<file path="src/core/lpm_pkg.sv">
/*
 * Constants and types for the low-power mode controller.
 * Assumes a single 200 MHz core clock and a synchronous active-high reset.
 */
//
// Behaviour
// - Enter low power only on idle instruction.
// - Select 00 light, 01 deep, 10 standby, 11 halt.
// - CPU clock stopped; software interrupts never wake.
// - Reset pin ends every low-power mode.
// - Watchdog reset ends all modes except halt.
// - NMI or unmasked pin interrupt ends every mode.
// - Pin interrupts restart clocks combinationally; here wake_restart is registered after a two-flop sync.
// - Masked pin interrupt restarts clocks, CPU stays idle.
// - Clockless peripheral wake restarts stopped clocks.
// - Halt ends by reset, pins, clockless peripherals.
// - Light idle ends on any unmasked peripheral.
// - Deep idle, standby end on clockless peripheral.
// - Real-time interrupt wakes all except halt.
// - Clock gating deepens per mode.
// - Wait oscillator start and PLL lock.
package lpm_pkg;

   // ----------------------------------------------------------------------
   // Mode encodings
   // ----------------------------------------------------------------------
   localparam logic [1:0] SEL_LIGHT_IDLE = 2'h0;
   localparam logic [1:0] SEL_DEEP_IDLE  = 2'h1;
   localparam logic [1:0] SEL_STANDBY    = 2'h2;
   localparam logic [1:0] SEL_HALT       = 2'h3;

   // ----------------------------------------------------------------------
   // Start-up timing
   // ----------------------------------------------------------------------
   localparam int CLK_PERIOD_PS    = 5000;
   localparam int OSC_START_US     = 10;
   localparam int PLL_LOCK_US      = 5;
   localparam int OSC_START_CYCLES = (OSC_START_US * 1000000 + CLK_PERIOD_PS - 1) / CLK_PERIOD_PS;
   localparam int PLL_LOCK_CYCLES  = (PLL_LOCK_US * 1000000 + CLK_PERIOD_PS - 1) / CLK_PERIOD_PS;
   localparam int CNT_W            = 20;

   // ----------------------------------------------------------------------
   // Controller states
   // ----------------------------------------------------------------------
   typedef enum logic [6:0] {
      ST_RUN      = 7'h01,
      ST_LIGHT    = 7'h02,
      ST_DEEP     = 7'h04,
      ST_STANDBY  = 7'h08,
      ST_HALT     = 7'h10,
      ST_OSC_WAIT = 7'h20,
      ST_PLL_WAIT = 7'h40
   } lpm_state_t;

endpackage

</file>
<file path="src/core/low_power_mode_control.sv">
/*
 * Low-power mode controller: mode entry on idle, clock gating, wake decode.
 * Assumes the core clock keeps running; pin wake requests also raise a
 * registered restart request for the real oscillator/clock gates.
 * The software interrupt input is never read, since the CPU clock is off in idle.
 */
`timescale 1ns/100ps
module low_power_mode_control
   import lpm_pkg::*;
(
   input  wire logic       core_clk,          // Core clock, 200 MHz.
   input  wire logic       rst,               // Synchronous reset, active high.
   input  wire logic       idle_exec,         // Idle instruction executes, one-cycle pulse.
   input  wire logic [1:0] low_power_select,  // Mode select from clock_control_reg0.
   input  wire logic       reset_pin_n,       // External reset pin, active low, async.
   input  wire logic       wdt_reset,         // Watchdog timeout reset, same clock.
   input  wire logic       nmi_pin,           // Nonmaskable interrupt pin, async.
   input  wire logic       ext_pin_interrupt, // External interrupt pin, async.
   input  wire logic       ext_int_mask,      // External interrupt enabled when high.
   input  wire logic       rti_irq,           // Real-time interrupt, same clock.
   input  wire logic       periph_irq,        // Unmasked clocked peripheral interrupt.
   input  wire logic       periph_wake_irq,   // Unmasked clockless peripheral wake.
   input  wire logic       sw_irq,            // Software interrupt, never wakes.
   output logic            cpu_clk_en,        // CPU clock domain enable.
   output logic            sys_clk_en,        // System clock domain enable.
   output logic            pll_en,            // PLL power enable.
   output logic            osc_en,            // Oscillator power enable.
   output logic            wdt_clk_en,        // Watchdog clock enable.
   output logic            cpu_halted,        // CPU held in idle.
   output logic            wake_restart,      // Clock restart request, registered.
   output logic [1:0]      active_mode        // Latched mode.
);

   // ----------------------------------------------------------------------
   // Pin synchronisers
   // ----------------------------------------------------------------------
   // Each pin passes two flops, so a pin event reaches the state machine two
   // cycles late; the stopped oscillator itself is restarted outside this block.
   logic reset_pin_low;
   logic nmi_s;
   logic xint_s;

   lpm_sync2 u_sync_rst (
      .core_clk (core_clk),
      .rst      (rst),
      .async_in (~reset_pin_n),
      .sync_out (reset_pin_low)
   );

   lpm_sync2 u_sync_nmi (
      .core_clk (core_clk),
      .rst      (rst),
      .async_in (nmi_pin),
      .sync_out (nmi_s)
   );

   lpm_sync2 u_sync_xint (
      .core_clk (core_clk),
      .rst      (rst),
      .async_in (ext_pin_interrupt),
      .sync_out (xint_s)
   );

   // ----------------------------------------------------------------------
   // Wake decode
   // ----------------------------------------------------------------------
   logic pin_wake;
   logic full_exit;
   logic clk_wake_only;
   logic in_low_power;

   lpm_state_t state;
   lpm_state_t next_state;
   logic [CNT_W-1:0] cnt;
   logic [CNT_W-1:0] next_cnt;
   logic [1:0]       next_active_mode;
   logic             next_cpu_halted;
   logic             next_wake_restart;
   logic             next_cpu_clk_en;
   logic             next_sys_clk_en;
   logic             next_pll_en;
   logic             next_osc_en;
   logic             next_wdt_clk_en;

   assign in_low_power = (state == ST_LIGHT) || (state == ST_DEEP) ||
                         (state == ST_STANDBY) || (state == ST_HALT);

   // Software interrupts are ignored while the CPU clock is off.
   always_comb begin
      pin_wake      = nmi_s || (xint_s && ext_int_mask);
      full_exit     = 1'b0;
      clk_wake_only = 1'b0;
      case (state)
         ST_LIGHT: begin
            // Peripheral clocks still run here, so any unmasked source wakes.
            full_exit = pin_wake || wdt_reset || rti_irq ||
                        periph_irq || periph_wake_irq;
         end
         ST_DEEP, ST_STANDBY: begin
            // Only sources that need no system clock can end these modes.
            full_exit = pin_wake || wdt_reset || rti_irq ||
                        periph_wake_irq;
         end
         ST_HALT: begin
            // Watchdog and real-time sources have no clock in halt.
            full_exit = pin_wake || periph_wake_irq;
         end
         default: begin
            full_exit = 1'b0;
         end
      endcase
      clk_wake_only = in_low_power && !full_exit && xint_s && !ext_int_mask;
   end

   // ----------------------------------------------------------------------
   // Mode state machine
   // ----------------------------------------------------------------------
   always_comb begin
      next_state        = state;
      next_cnt          = cnt;
      next_active_mode  = active_mode;
      next_cpu_halted   = cpu_halted;
      next_wake_restart = 1'b0;
      // The reset pin outranks every other source and returns straight to run.
      if (reset_pin_low) begin
         next_state      = ST_RUN;
         next_cpu_halted = 1'b0;
         next_cnt        = '0;
      end else begin
         case (state)
            ST_RUN: begin
               next_cpu_halted = 1'b0;
               // The mode is latched here and held until the next idle entry.
               if (idle_exec) begin
                  next_active_mode = low_power_select;
                  next_cpu_halted  = 1'b1;
                  case (low_power_select)
                     SEL_LIGHT_IDLE: next_state = ST_LIGHT;
                     SEL_DEEP_IDLE:  next_state = ST_DEEP;
                     SEL_STANDBY:    next_state = ST_STANDBY;
                     default:        next_state = ST_HALT;
                  endcase
               end
            end
            ST_LIGHT, ST_DEEP: begin
               // Watchdog reset and wakes share the same return path.
               if (full_exit) begin
                  next_state        = ST_RUN;
                  next_cpu_halted   = 1'b0;
                  next_wake_restart = 1'b1;
               end else if (clk_wake_only && state == ST_DEEP) begin
                  next_state        = ST_LIGHT;
                  next_wake_restart = 1'b1;
               end
            end
            ST_STANDBY: begin
               // A masked pin wake keeps the CPU halted through the lock wait.
               if (full_exit || clk_wake_only) begin
                  next_state        = ST_PLL_WAIT;
                  next_cnt          = CNT_W'(PLL_LOCK_CYCLES);
                  next_wake_restart = 1'b1;
                  next_cpu_halted   = !full_exit;
               end
            end
            ST_HALT: begin
               if (full_exit || clk_wake_only) begin
                  next_state        = ST_OSC_WAIT;
                  next_cnt          = CNT_W'(OSC_START_CYCLES);
                  next_wake_restart = 1'b1;
                  next_cpu_halted   = !full_exit;
               end
            end
            ST_OSC_WAIT: begin
               // The oscillator must settle before the lock count starts.
               if (cnt <= CNT_W'(1)) begin
                  next_state = ST_PLL_WAIT;
                  next_cnt   = CNT_W'(PLL_LOCK_CYCLES);
               end else begin
                  next_cnt = cnt - CNT_W'(1);
               end
            end
            ST_PLL_WAIT: begin
               if (cnt <= CNT_W'(1)) begin
                  next_cnt = '0;
                  // A masked-pin wake parks in light idle with clocks back.
                  next_state = cpu_halted ? ST_LIGHT : ST_RUN;
               end else begin
                  next_cnt = cnt - CNT_W'(1);
               end
            end
            default: begin
               // An illegal state falls back to run.
               next_state      = ST_RUN;
               next_cpu_halted = 1'b0;
            end
         endcase
      end
   end

   // ----------------------------------------------------------------------
   // Clock gating per state
   // ----------------------------------------------------------------------
   // Every state spells out all five enables, so that no state can inherit
   // a running clock by accident. The CPU clock runs only in run.
   always_comb begin
      case (next_state)
         ST_RUN: begin
            next_cpu_clk_en = 1'b1;
            next_sys_clk_en = 1'b1;
            next_pll_en     = 1'b1;
            next_osc_en     = 1'b1;
            next_wdt_clk_en = 1'b1;
         end
         ST_LIGHT: begin
            next_cpu_clk_en = 1'b0;
            next_sys_clk_en = 1'b1;
            next_pll_en     = 1'b1;
            next_osc_en     = 1'b1;
            next_wdt_clk_en = 1'b1;
         end
         ST_DEEP: begin
            next_cpu_clk_en = 1'b0;
            next_sys_clk_en = 1'b0;
            next_pll_en     = 1'b1;
            next_osc_en     = 1'b1;
            next_wdt_clk_en = 1'b1;
         end
         ST_STANDBY: begin
            next_cpu_clk_en = 1'b0;
            next_sys_clk_en = 1'b0;
            next_pll_en     = 1'b0;
            next_osc_en     = 1'b1;
            next_wdt_clk_en = 1'b0;
         end
         ST_HALT: begin
            next_cpu_clk_en = 1'b0;
            next_sys_clk_en = 1'b0;
            next_pll_en     = 1'b0;
            next_osc_en     = 1'b0;
            next_wdt_clk_en = 1'b0;
         end
         ST_OSC_WAIT: begin
            next_cpu_clk_en = 1'b0;
            next_sys_clk_en = 1'b0;
            next_pll_en     = 1'b1;
            next_osc_en     = 1'b1;
            next_wdt_clk_en = 1'b0;
         end
         ST_PLL_WAIT: begin
            next_cpu_clk_en = 1'b0;
            next_sys_clk_en = 1'b0;
            next_pll_en     = 1'b1;
            next_osc_en     = 1'b1;
            next_wdt_clk_en = 1'b0;
         end
         default: begin
            next_cpu_clk_en = 1'b1;
            next_sys_clk_en = 1'b1;
            next_pll_en     = 1'b1;
            next_osc_en     = 1'b1;
            next_wdt_clk_en = 1'b1;
         end
      endcase
   end

   // ----------------------------------------------------------------------
   // Mode state registers
   // ----------------------------------------------------------------------
   always_ff @(posedge core_clk) begin
      if (rst) begin
         state        <= ST_RUN;
         cnt          <= '0;
         active_mode  <= SEL_LIGHT_IDLE;
         cpu_halted   <= 1'b0;
         wake_restart <= 1'b0;
      end else begin
         state        <= next_state;
         cnt          <= next_cnt;
         active_mode  <= next_active_mode;
         cpu_halted   <= next_cpu_halted;
         wake_restart <= next_wake_restart;
      end
   end

   // ----------------------------------------------------------------------
   // Clock enable registers
   // ----------------------------------------------------------------------
   // All enables come out of reset on, so the device starts in run.
   always_ff @(posedge core_clk) begin
      if (rst) begin
         cpu_clk_en <= 1'b1;
         sys_clk_en <= 1'b1;
         pll_en     <= 1'b1;
         osc_en     <= 1'b1;
         wdt_clk_en <= 1'b1;
      end else begin
         cpu_clk_en <= next_cpu_clk_en;
         sys_clk_en <= next_sys_clk_en;
         pll_en     <= next_pll_en;
         osc_en     <= next_osc_en;
         wdt_clk_en <= next_wdt_clk_en;
      end
   end

endmodule

</file>
<file path="src/core/lpm_sync2.sv">
/*
 * Two-flop synchroniser for one level.
 * Assumes the input is asynchronous to core_clk.
 */
`timescale 1ns/100ps
module lpm_sync2 (
   input  wire logic core_clk, // Core clock.
   input  wire logic rst,      // Synchronous reset.
   input  wire logic async_in, // Asynchronous level.
   output logic      sync_out  // Synchronised level.
);
   logic stage1;

   always_ff @(posedge core_clk) begin
      if (rst) begin
         stage1   <= 1'b0;
         sync_out <= 1'b0;
      end else begin
         stage1   <= async_in;
         sync_out <= stage1;
      end
   end
endmodule

</file>
<file path="config.mk">
export PLATFORM = sky130hd
export DESIGN_NAME = low_power_mode_control
export DESIGN_NICKNAME = d
export VERILOG_FILES = /design/src/core/lpm_pkg.sv /design/src/core/low_power_mode_control.sv /design/src/core/lpm_sync2.sv
export SDC_FILE = /design/constraint.sdc
export NUM_CORES = 1
export LEC_CHECK = 0
export ABC_AREA = 1
export BUFFER_PORTS_ARGS = -buffer_cell sky130_fd_sc_hd__buf_4
export CORE_UTILIZATION = 30
export CTS_CLUSTER_DIAMETER = 100
export CTS_CLUSTER_SIZE = 10
export DETAILED_ROUTE_END_ITERATION = 10
export SYNTH_ARGS = -nofsm -noshare
export SYNTH_HDL_FRONTEND = slang
export SYNTH_SLANG_ARGS = --single-unit
</file>
<file path="constraint.sdc">
create_clock -name core_clk -period 5.2 [get_ports core_clk]
set_input_delay 1.04 -clock core_clk [delete_from_list [all_inputs] [get_ports core_clk]]
set_output_delay 1.04 -clock core_clk [all_outputs]
set_load 0.1 [all_outputs]
</file>
# Word level (Yosys, flattened, before mapping)
# Index checks and enable logic that the tools add are counted.
dict set report op_classes {
  bitwise 3
  n_eq_ne 19
  n_reduce_logical 32
  n_mul 0
  div 0
  add_sub_neg 1
  muxes 30
  magnitude_cmp 1
  shifts 0
}
# op count
set op_table {}
lappend op_table {{2-to-1 mux 20 bit} 4}
lappend op_table {{case mux 20 bit (4 select lines)} 1}
lappend op_table {{2-to-1 mux 7 bit} 8}
lappend op_table {{case mux 7 bit (6 select lines)} 1}
lappend op_table {{less-or-equal comparator 20 x 1 -> 1 bit, second input constant} 1}
lappend op_table {{subtractor 20 x 1 -> 20 bit, second input constant} 1}
lappend op_table {{case mux 5 bit (3 select lines)} 1}
lappend op_table {{equality test 7 x 2 -> 1 bit, second input constant} 2}
lappend op_table {{equality test 7 x 3 -> 1 bit, second input constant} 2}
lappend op_table {{equality test 7 x 4 -> 1 bit, second input constant} 2}
lappend op_table {{equality test 7 x 5 -> 1 bit, second input constant} 2}
lappend op_table {{equality test 7 x 6 -> 1 bit, second input constant} 2}
lappend op_table {{equality test 7 bit, second input constant} 2}
lappend op_table {{OR reduction 2 bit} 6}
lappend op_table {{logical OR 1 bit} 11}
lappend op_table {{2-to-1 mux 1 bit} 11}
lappend op_table {{AND reduction 3 bit} 3}
lappend op_table {{equality test 7 x 1 -> 1 bit, second input constant} 1}
lappend op_table {{!= test 2 x 1 -> 1 bit, second input constant} 3}
lappend op_table {{OR reduction 6 bit} 1}
lappend op_table {{logical AND 1 bit} 5}
lappend op_table {{OR reduction 5 bit} 1}
lappend op_table {{case mux 1 bit (4 select lines)} 1}
lappend op_table {{nonzero test 4 bit} 1}
lappend op_table {{other kinds (10)} 13}
dict set report word_totals {
  latchBits 0
  in_bits 14
  elab_cells 102
  n_memories 0
  rom_bits 0
  output_inout_bits 9
  ff_bits 42
  ram_bits 0
}

# Longest topological paths before layout
# Gate-level depths: netlist (run 1).
dict set report logic_depth {
  ltp_word 19
  ltp_mapped 16
  mapped_depth_nobuf 16
}

# Cells and area by module
# From an unflattened synthesis (run 1), not the netlist that was laid out.
dict set report unflattened {
  cells_unflattened 368
  area_unflattened_um2 2462.4
}
# mod n_inst area_per_inst_um2 cells_per_inst seq_area_each_um2
set modules_own_cells {}
lappend modules_own_cells {low_power_mode_control 1 2297.2 350 720.7}
lappend modules_own_cells {lpm_sync2 3 55.1 6 40.0}

# Least setup slack after synthesis (run 1)
# OpenSTA, ideal clock, no wires.
dict set report synth_timing {
  path_kind {input-to-reg}
  start {input port wdt_reset}
  end {register cnt[3]}
  path_slack_ps 3117
  cell_stages 9
  arrival_time_ps 1966
  required_time_ps 5083
  cell_sequence {nor2_1 > inv_1 > o21ai_1 > nand4_2 > nand2_4 > inv_6 > buf_8 > o21ai_0 > nor2_1}
}
dict set report synth_between {
  elab_chain_cells 12
  word_cells_on_any_way 14
}
# element line_no
set synth_rtl {}
lappend synth_rtl {{start, declared} low_power_mode_control.sv:16} ;# input wire logic wdt_reset,
lappend synth_rtl {{logical OR 1 bit (*) (2 in a row)} {low_power_mode_control.sv:96, low_power_mode_control.sv:101}}
lappend synth_rtl {{logical OR 1 bit} low_power_mode_control.sv:96} ;# full_exit = pin_wake || wdt_reset || rti_irq ||
lappend synth_rtl {{logical OR 1 bit} low_power_mode_control.sv:97} ;# periph_irq || periph_wake_irq;
lappend synth_rtl {{case mux 1 bit (3 select lines) (*)} low_power_mode_control.sv:93} ;# case (state)
lappend synth_rtl {{zero test 1 bit} low_power_mode_control.sv:112} ;# clk_wake_only = in_low_power && !full_exit && xint_s && !ext_int_mask;
lappend synth_rtl {{logical AND 1 bit (3 in a row)} low_power_mode_control.sv:112}
lappend synth_rtl {{logical OR 1 bit (*)} {low_power_mode_control.sv:158, low_power_mode_control.sv:166}}
lappend synth_rtl {{!= test 2 x 1 -> 1 bit (no source line)} n/a}
lappend synth_rtl {{AND reduction 3 bit (no source line) (*)} n/a}
lappend synth_rtl {{end signal, assigned} low_power_mode_control.sv:278} ;# cnt <= next_cnt;
lappend synth_rtl {{end, declared} low_power_mode_control.sv:74} ;# logic [CNT_W-1:0] cnt;
# Every way passes the cells marked *; elsewhere a longest branch is shown, timed or not.
# A chain may end at the register's enable or synchronous reset.

# Final worst setup path (run 1)
dict set report layout_timing {
  start {register cnt[0]}
  end {register sys_clk_en}
}
dict set report layout_between {
  elab_chain_cells 7
  word_cells_on_any_way 12
}
# element line_no
set layout_rtl {}
lappend layout_rtl {{less-or-equal comparator 20 x 1 -> 1 bit (*)} {low_power_mode_control.sv:175, low_power_mode_control.sv:183}}
lappend layout_rtl {{2-to-1 mux 7 bit (on tied branches)} {low_power_mode_control.sv:183, low_power_mode_control.sv:175}}
lappend layout_rtl {{case mux 7 bit (6 select lines) (*)} low_power_mode_control.sv:130} ;# case (state)
lappend layout_rtl {{2-to-1 mux 7 bit (*)} low_power_mode_control.sv:125} ;# if (reset_pin_low) begin
lappend layout_rtl {{equality test 7 bit, or another cell as far along} low_power_mode_control.sv:206} ;# case (next_state)
lappend layout_rtl {{OR reduction 5 bit (no source line) (*)} n/a}
lappend layout_rtl {{2-to-1 mux 1 bit (*)} low_power_mode_control.sv:206}
lappend layout_rtl {{end signal, assigned} low_power_mode_control.sv:298} ;# sys_clk_en <= next_sys_clk_en;
lappend layout_rtl {{end, declared} low_power_mode_control.sv:25} ;# output logic sys_clk_en,
# Marked as above.

==> results of run 1 <==
-- where the power goes --
part | switching (mW) | total (mW) | leakage, nW | internal (mW)
registers | 0.0345 | 0.401 | 0.342 | 0.367
logic | 0.562 | 0.788 | 1.04 | 0.227
clock network | 0.115 | 0.206 | 0.0438 | 0.0904
-- Yosys cell counts, types with 3 or more instances --
library cell	instances
inv_2	5
nand2_1	84
nor3_1	9
nand2_4	5
nand3_2	4
nor2_1	78
nor2_2	3
dfxtp_1	42
xor2_1	6
inv_1	54
nand4_1	6
nor2_4	4
nand3_1	24
o21ai_1	3
nor3b_1	3
o21ai_0	22
a21oi_1	15
nand2_2	3
-- worst paths after layout --
| path | from | end |
|---|---|---|
| min reg2reg | u_sync_xint.stage1 | u_sync_xint.sync_out |
| min | u_sync_xint.stage1 | u_sync_xint.sync_out |
| max | cnt[0] | sys_clk_en |
| max reg2reg | cnt[0] | sys_clk_en |
-- final cells by class --
type,count,area (sq um)
multi-input combinational,291,1500
clock buffer,5,68.8
fill,916,5390
clock inverter,2,10.0
timing repair buffer,21,158
inverter,62,240
sequential,42,841
tap,105,131
-- cell families (layout without fill, tap and decap cells) --
group / Yosys count / after routing / share of synthesized area [%]
compound gates: 47 / 47 / 9.95
xor+xnor: 8 / 8 / 2.68
fa+ha+maj: 2 / 2 / 0.957
buf+inv: 67 / 90 / 10.5
flops: 42 / 42 / 32.2
simple gates: 234 / 234 / 43.7
-- metal layers --
| metal | part of all wire, % | global-route usage, % | vias up |
|---|---|---|---|
| met1 | 50 | 18.1 | 1049 |
| li1 | - | - | 1301 |
| met5 | 0 | 0 | - |
| met2 | 45 | 24.4 | 42 |
| met3 | 3.3 | 2.79 | 10 |
| met4 | 1.8 | 3.54 | 0 |
-- worst register-to-register path, delay by kind of cell, from the launching register on --
family / cells / cell delay [ps]
AND/OR/NAND/NOR: 11 / 1480
flip-flops: 1 / 360
adder cells (fa/ha/maj): 1 / 200
buffers and inverters: 2 / 250
-- registers in the layout, summed over array words and instances, names as in the netlist --
signal,cells
active_mode,2
cnt,20
cpu_clk_en,1
cpu_halted,1
osc_en,1
pll_en,1
state,7
sys_clk_en,1
u_sync_nmi.stage1,1
u_sync_nmi.sync_out,1
u_sync_rst.stage1,1
u_sync_rst.sync_out,1
u_sync_xint.stage1,1
u_sync_xint.sync_out,1
wake_restart,1
wdt_clk_en,1
-- per-stage QoR --
step	std cells	hold WS, ps	worst slack [ps]
floorplan	400	388	3120
global placement	521	391	2730
detailed placement	521	393	2680
CTS	528	405	2800
global route	528	415	2560
finish	528	403	2800
==> impl_metrics.py, run 1 <==
metrics = {
    "die": {
        "initial_core_util_pct": 31.4,
        "die_h_um": 95.4,
        "dieArea_sq_um": 9090,
        "pin_count": 23,
        "coreArea_sq_um": 8340,
        "rows": 33,
        "die_w_um": 95.4,
    },
    "setup_path": {
        "crit_top_cell": "nand2_1",
        "crit_path_start_kind": "flop",
        "path_max_fanout": 12,
        "crit_path_top_delay_cell": "dfxtp_1",
        "r2r_cells": 14,
        "path_delay_family": "simple AND/OR/NAND/NOR gates",
        "cp_num_buf_inv": 2,
        "crit_chain": "inv_1 > ha_1 > nand3_2 > nor2_1 > nand2_1 > nand2_1 > nand2_1 > nand2_2 > nand2_1 > inv_2 > nand3_1 > nand2_1 > and2_1 > nand3_1",
        "worstSetupPathDepth": 14,
        "endpoint_kind": "flop",
        "required_ps": 5370,
        "path_class": "flop to flop",
        "critPathMaxStageDelay_ps": 360,
        "r2r_slack_ps": 2800,
        "crit_arrival_ps": 2570,
    },
    "detailed_routing": {
        "wl_per_cell_um": 11.3,
        "vias": 2402,
        "drcViolationCount": 0,
        "routed_wl_um": 5980,
        "via_per_inst": 4.55,
        "drtIter0Drc": 86,
        "first_pass_iters": 4,
        "ant_nets": 0,
    },
    "sta": {
        "slew_viol_final": 0,
        "max_freq_mhz": 417,
        "finalSetupTns_ps": 0,
        "worst_pin_slew_ps": 1060,
        "timing.slew.headroom_pct": 29.3,
        "setup_viol": 0,
        "period_share_pct": 46.1,
        "rsz0062_at_grt": "false",
        "timing_hold_violations_final": 0,
        "clock_skew_ps": 7.94,
        "fin_crit_ps": 2400,
    },
    "hold_path": {
        "holdCritPathClass": "flop to flop",
        "min_path_cells": 2,
    },
    "cts": {
        "postCtsResizedCells": 0,
        "cts_root_buf": "clkbuf_8",
        "clock_latency_ps": 290,
        "htreeDepth": 2,
        "holdBufCountCts": 0,
        "cts_tree": "done",
        "cts.clk_slew.worst_paths_ps": 90,
        "cts_buffers": 5,
        "max-clock-path-buffers": 2,
        "postCtsSetupBuffers": 0,
        "cts.sink_count": 42,
    },
    "synth": {
        "yosys-top-cells-area": "dfxtp_1 32%, nand2_1 12%, nor2_1 11%",
        "synth_edf_count": 0,
        "ys_types": 40,
        "synth_top_cell_by_area": "dfxtp_1",
        "synth_top_area_share_pct": 32.2,
        "synth.avg_cell_area_sq_um": 6.54,
        "synthArstFlopShare_pct": 0,
        "synth_cells": 400,
        "syn_nets": 416,
        "seq_area_frac_synth_pct": 32.2,
        "synth_area_sq_um": 2620,
        "synth-seq-cells": 42,
        "yosysWarnings": 0,
        "synth-main-ff-cell": "dfxtp_1",
    },
    "global_route": {
        "grt.overflow.total": 0,
        "grt_pass1_vias": 2339,
        "antenna_found_initial": 0,
        "grt_pass1_wl_um": 10200,
        "grt_max_degree": 17,
        "grt_usage_pct": 14.2,
    },
    "placement": {
        "port_buffers": 21,
        "gp_congestion": 0.839,
        "placed_area_sq_um": 2870,
        "dpl.hpwl_um": 4730,
    },
    "final_layout": {
        "nets": 439,
        "fin_util_pct": 35.3,
        "mostFrequentLayoutCell": "nand2_1",
        "final_cell_area_sq_um": 2950,
        "syn_to_final_growth_pct": 12.7,
        "layout-drive-gt1-share_pct": 14.9,
        "antennaDiodeCount": 0,
        "layout_common_cells": "84 x nand2_1, 78 x nor2_1, 54 x inv_1",
    },
    "job": {
        "drv_cap": 0,
    },
    "power_and_ir_drop": {
        "power.density_nw_per_um2": 473,
        "vdd_drop_max_uv": 219,
        "p_leak_nw": 1.42,
        "power.total_mw": 1.40,
    },
    "outcome": {
        "status": "finished clean",
    },
}
Power figures use the tool's default switching activity.
==> run 2, diff against run 1 <==
- clock period: 5.2 -> 2.3 ns (I/O delays scaled with it)
==> impl_metrics.py, run 2 (same netlist as run 1, synthesis figures left out) <==
metrics = {
    "global_route": {
        "grt_pass1_vias": 2343,
        "grt_pass1_wl_um": 10400,
        "grt.overflow.total": 0,
        "grt_usage_pct": 14.7,
        "antenna_found_initial": 0,
        "grt_max_degree": 17,
    },
    "hold_path": {
        "hold_end": "u_sync_rst.stage1",
        "min_path_cells": 2,
        "holdCritStartpoint": "reset_pin_n",
        "holdCritPathClass": "input port to flop",
    },
    "power_and_ir_drop": {
        "power_frac_comb_pct": 55.0,
        "power_frac_clock_pct": 17.8,
        "p_switching_mw": 1.63,
        "p_leak_nw": 1.44,
        "power.density_nw_per_um2": 1110,
        "internal_power_mw": 1.71,
        "switching_share_pct": 48.7,
        "p_seq_share_pct": 27.2,
        "power.total_mw": 3.34,
        "vdd_drop_max_uv": 561,
    },
    "final_layout": {
        "regMostFlops": "cnt",
        "largestRegisters": "cnt (20), state (7), active_mode (2)",
        "mostFrequentLayoutCell": "nand2_1",
        "nFillCells": 924,
        "multi_input_area_sq_um": 1500,
        "layout-drive-gt1-share_pct": 15.5,
        "seqCellArea_sq_um": 841,
        "largest_reg_flops": 20,
        "syn_to_final_growth_pct": 14.8,
        "antennaDiodeCount": 0,
        "layout_common_cells": "84 x nand2_1, 78 x nor2_1, 54 x inv_1",
        "nets": 442,
        "final_cell_area_sq_um": 3000,
        "fin_util_pct": 36.0,
    },
    "placement": {
        "pre_cts_ws_ps": 264,
        "dpl.hpwl_um": 4760,
        "port_buffers": 21,
        "placed_area_sq_um": 2890,
        "gp_congestion": 0.826,
    },
    "setup_path": {
        "crit_path_start_kind": "flop",
        "crit_top_cell": "nand2_1",
        "crit_arrival_ps": 2230,
        "r2r-start": "cnt[0]",
        "crit_path_top_delay_cell": "dfxtp_1",
        "required_ps": 2490,
        "path_delay_family": "simple AND/OR/NAND/NOR gates",
        "r2r_cells": 13,
        "cp_num_buf_inv": 2,
        "path_max_fanout": 11,
        "r2r_end": "sys_clk_en",
        "crit_chain": "inv_1 > ha_1 > nand3_2 > nor2_1 > nand2_1 > nand2_1 > nand2_1 > buf_4 > nand2_1 > nand3_1 > nand4_1 > nor2_1 > nand3_1",
        "critPathMaxStageDelay_ps": 410,
        "endpoint_kind": "flop",
        "path_class": "flop to flop",
        "r2r_slack_ps": 250,
    },
    "detailed_routing": {
        "routed_wl_um": 5990,
        "first_pass_iters": 4,
        "ant_nets": 0,
        "via_per_inst": 4.63,
        "drcViolationCount": 0,
        "wl_per_cell_um": 11.3,
        "vias": 2464,
        "drtIter0Drc": 124,
    },
    "cts": {
        "postCtsResizedCells": 0,
        "postCtsSetupBuffers": 0,
        "cts_buffers": 5,
        "cts.sink_count": 42,
        "htreeDepth": 2,
        "cts.clk_slew.worst_paths_ps": 90,
        "cts_tree": "done",
        "holdBufCountCts": 0,
        "cts_root_buf": "clkbuf_8",
        "clock_latency_ps": 300,
        "max-clock-path-buffers": 2,
    },
    "sta": {
        "max_freq_mhz": 488,
        "setup_viol": 0,
        "clock_skew_ps": 9.41,
        "rsz0062_at_grt": "false",
        "timing.slew.headroom_pct": 72.0,
        "slew_viol_final": 0,
        "fin_crit_ps": 2050,
        "setup_slack_ps": 253,
        "period_share_pct": 89.0,
        "timing_hold_violations_final": 0,
        "worst_pin_slew_ps": 418,
        "finalSetupTns_ps": 0,
    },
    "die": {
        "rows": 33,
        "coreArea_sq_um": 8340,
        "pin_count": 23,
        "initial_core_util_pct": 31.4,
        "die_h_um": 95.4,
        "dieArea_sq_um": 9090,
        "die_w_um": 95.4,
    },
    "outcome": {
        "status": "finished clean",
    },
    "job": {
        "drv_cap": 0,
    },
}
run 2: cell types whose count changed in the layout (fill, tap and decap cells not counted), sizes merged:
cell      previous run  this run
buf                 21        24
bufinv               0         1
clkbuf               5         6
clkinv               3         1
clkinvlp             0         1
run 2: how the worst max path moves through the flow:
stage	cells after the start	slack, ps	start	end
6_report	13	250	cnt[0]	sys_clk_en
5_1_grt	13	40	cnt[0]	sys_clk_en
4_1_cts	13	250	cnt[0]	sys_clk_en
3_5_place_dp	13	260	cnt[0]	sys_clk_en
3_3_place_gp	13	340	cnt[0]	sys_clk_en
2_1_floorplan	13	530	cnt[0]	sys_clk_en
run 2: metrics by stage:
step / hold slack [ps] / cells
after floorplan: 388 / 400
after global routing: 286 / 532
final: 297 / 532
after detailed placement: 392 / 524
after global placement: 392 / 524
after CTS: 284 / 532
run 2: power by group through the flow:
stage	Sequential [mW]	Combinational (mW)	Clock [mW]
6_report	0.908	1.84	0.595
5_1_grt	0.920	2.07	0.646
4_1_cts	0.908	1.84	0.616
3_5_place_dp	0.924	1.82	0
3_3_place_gp	0.922	1.82	0
2_1_floorplan	1.22	1.13	0
run 2: routing by layer:
metal  GRT usage (%)  wire (um)  up-vias
met2            24.6       2660       49
met5               0          0        -
met4            4.04         74        0
met1            18.2       3040     1097
met3            4.07        222        8
li1                -          -     1310
run 2: cell type report:
cell class / instances / share of cell area, %
Clock inverter: 2 / 1.25
Sequential cell: 42 / 28.0
Multi-Input combinational cell: 291 / 49.9
Tap cell: 105 / 4.38
Clock buffer: 6 / 2.42
Inverter: 62 / 8.00
Timing Repair Buffer: 24 / 6.00
==> run 3, diff against run 2 <==
--- a/config.mk
+++ b/config.mk
@@ -8,5 +8,5 @@
 export ABC_AREA = 1
 export BUFFER_PORTS_ARGS = -buffer_cell sky130_fd_sc_hd__buf_4
-export CORE_UTILIZATION = 30
+export CORE_UTILIZATION = 40
 export CTS_CLUSTER_DIAMETER = 100
 export CTS_CLUSTER_SIZE = 10
==> constraint.sdc (replaced) <==
create_clock -name core_clk -period 2.3 [get_ports core_clk]
set_input_delay 0.46 -clock core_clk [delete_from_list [all_inputs] [get_ports core_clk]]
set_output_delay 0.46 -clock core_clk [all_outputs]
set_load 0.02 [all_outputs]
==> impl_metrics.py, run 3 (same netlist as run 1, synthesis figures left out) <==
metrics = {
    "cts": {
        "cts_tree": "done",
        "cts.clk_slew.worst_paths_ps": 90,
        "max-clock-path-buffers": 2,
        "cts.sink_count": 42,
        "postCtsSetupBuffers": 0,
        "cts_root_buf": "clkbuf_8",
        "htreeDepth": 2,
        "cts_buffers": 5,
        "clock_latency_ps": 300,
    },
    "hold_path": {
        "min_path_cells": 2,
        "holdCritPathClass": "input port to flop",
    },
    "sta": {
        "rsz0062_at_grt": "false",
        "period_share_pct": 88.2,
        "max_freq_mhz": 493,
        "clock_skew_ps": 11.5,
        "fin_crit_ps": 2030,
        "hold_ws_ps": 305,
        "timing_hold_violations_final": 0,
        "setup_viol": 0,
        "timing.slew.headroom_pct": 73.7,
        "slew_viol_final": 0,
        "worst_pin_slew_ps": 393,
        "finalSetupTns_ps": 0,
    },
    "die": {
        "rows": 29,
        "initial_core_util_pct": 41.4,
        "die_h_um": 82.9,
        "die_w_um": 82.9,
        "coreArea_sq_um": 6310,
        "dieArea_sq_um": 6860,
        "pin_count": 23,
    },
    "global_route": {
        "antenna_found_initial": 0,
        "grt_usage_pct": 18.5,
        "grt_max_degree": 17,
        "grt_pass1_wl_um": 10300,
        "grt_pass1_vias": 2349,
        "grt.overflow.total": 0,
    },
    "power_and_ir_drop": {
        "p_leak_nw": 1.44,
        "switching_share_pct": 45.5,
        "power.density_nw_per_um2": 1010,
        "power_frac_comb_pct": 52.8,
        "p_seq_share_pct": 30.4,
        "p_switching_mw": 1.36,
        "vdd_drop_max_uv": 515,
        "power.total_mw": 3.00,
        "internal_power_mw": 1.63,
        "power_frac_clock_pct": 16.8,
    },
    "final_layout": {
        "final_cell_area_sq_um": 2950,
        "stdcell_count": 504,
        "antennaDiodeCount": 0,
        "largest_reg_flops": 20,
        "layout_common_cells": "83 x nand2_1, 78 x nor2_1, 54 x inv_1",
        "mostFrequentLayoutCell": "nand2_1",
        "layout-drive-gt1-share_pct": 15.9,
        "syn_to_final_growth_pct": 13.0,
        "nets": 442,
        "regMostFlops": "cnt",
        "largestRegisters": "cnt (20), state (7), active_mode (2)",
    },
    "setup_path": {
        "cp_num_buf_inv": 2,
        "crit_chain": "inv_1 > ha_1 > nand3_2 > nor2_1 > nand2_1 > nand2_1 > nand2_2 > nand2_2 > nand2_1 > inv_2 > nand2_4 > nand2_4 > nor3b_1",
        "crit_top_cell": "nand2_1",
        "crit_arrival_ps": 2230,
        "path_max_fanout": 8,
        "worstSetupPathDepth": 13,
        "crit_path_top_delay_cell": "dfxtp_1",
        "path_class": "flop to flop",
        "required_ps": 2500,
        "critPathMaxStageDelay_ps": 430,
        "path_delay_family": "simple AND/OR/NAND/NOR gates",
        "crit_path_start_kind": "flop",
        "r2r_cells": 13,
        "endpoint_kind": "flop",
    },
    "detailed_routing": {
        "routed_wl_um": 6080,
        "drtIter0Drc": 114,
        "via_per_inst": 4.88,
        "first_pass_iters": 5,
        "vias": 2457,
        "wl_per_cell_um": 12.1,
        "drcViolationCount": 0,
        "ant_nets": 0,
    },
    "placement": {
        "gp_congestion": 0.878,
        "dpl.hpwl_um": 4730,
        "port_buffers": 21,
        "placed_area_sq_um": 2860,
        "dp.cells": 496,
    },
    "job": {
        "drv_cap": 0,
    },
    "outcome": {
        "status": "finished clean",
    },
}
## run 3: what timing repair did
action,CTS,global route
resized for setup,0,1
hold buffers,0,0
setup endpoints to repair,0,2
## run 3: power by group through the flow
stage	clock, mW	combinational [mW]	sequential [mW]
after global placement	0	1.56	0.926
after detailed placement	0	1.56	0.928
after CTS	0.527	1.57	0.911
final	0.503	1.58	0.911
after global routing	0.544	1.81	0.926
after floorplan	0	1.13	0.963
## run 3: metal layers
layer | vias to the layer above | track usage, % | routed length [um]
met5 | - | 0 | 0
met4 | 0 | 9.40 | 149
met3 | 12 | 2.68 | 134
met2 | 46 | 32.8 | 2980
met1 | 1090 | 21.7 | 2810
li1 | 1309 | - | -
## run 3: path summary, 6_finish.rpt
check                           from  slack [ps]                   end
setup reg to reg              cnt[0]         270               cnt[12]
setup / recovery              cnt[0]         270               cnt[12]
hold / removal           reset_pin_n         300     u_sync_rst.stage1
hold reg to reg   u_sync_xint.stage1         410  u_sync_xint.sync_out
## run 3: per-stage QoR
| stage | setup slack [ps] | utilization, % |
|---|---|---|
| 6_report | 270 | 46.8 |
| 5_1_grt | 4.70 | 46.8 |
| 4_1_cts | 213 | 46.7 |
| 3_5_place_dp | 236 | 45.2 |
| 3_3_place_gp | 268 | 45.2 |
| 2_1_floorplan | 526 | - |
## run 3: worst reg2reg max path: stages, from the launching register on
cell and delay, ps:
dfxtp_1 430, inv_1 110, ha_1 240, nand3_2 110
nor2_1 60, nand2_1 100, nand2_1 80, nand2_2 130
nand2_2 80, nand2_1 90, inv_2 70, nand2_4 70
nand2_4 90, nor3b_1 280
## run 3: final cells by class
| type | instances | area [sq um] |
|---|---|---|
| fillers | 655 | 3360 |
| multi-input cells | 291 | 1500 |
| flip-flops and latches | 42 | 841 |
| inverters | 62 | 240 |
| repair buffers | 24 | 180 |
| well taps | 77 | 96.3 |
| clock buffers | 6 | 82.6 |
| clock inverters | 2 | 12.5 |
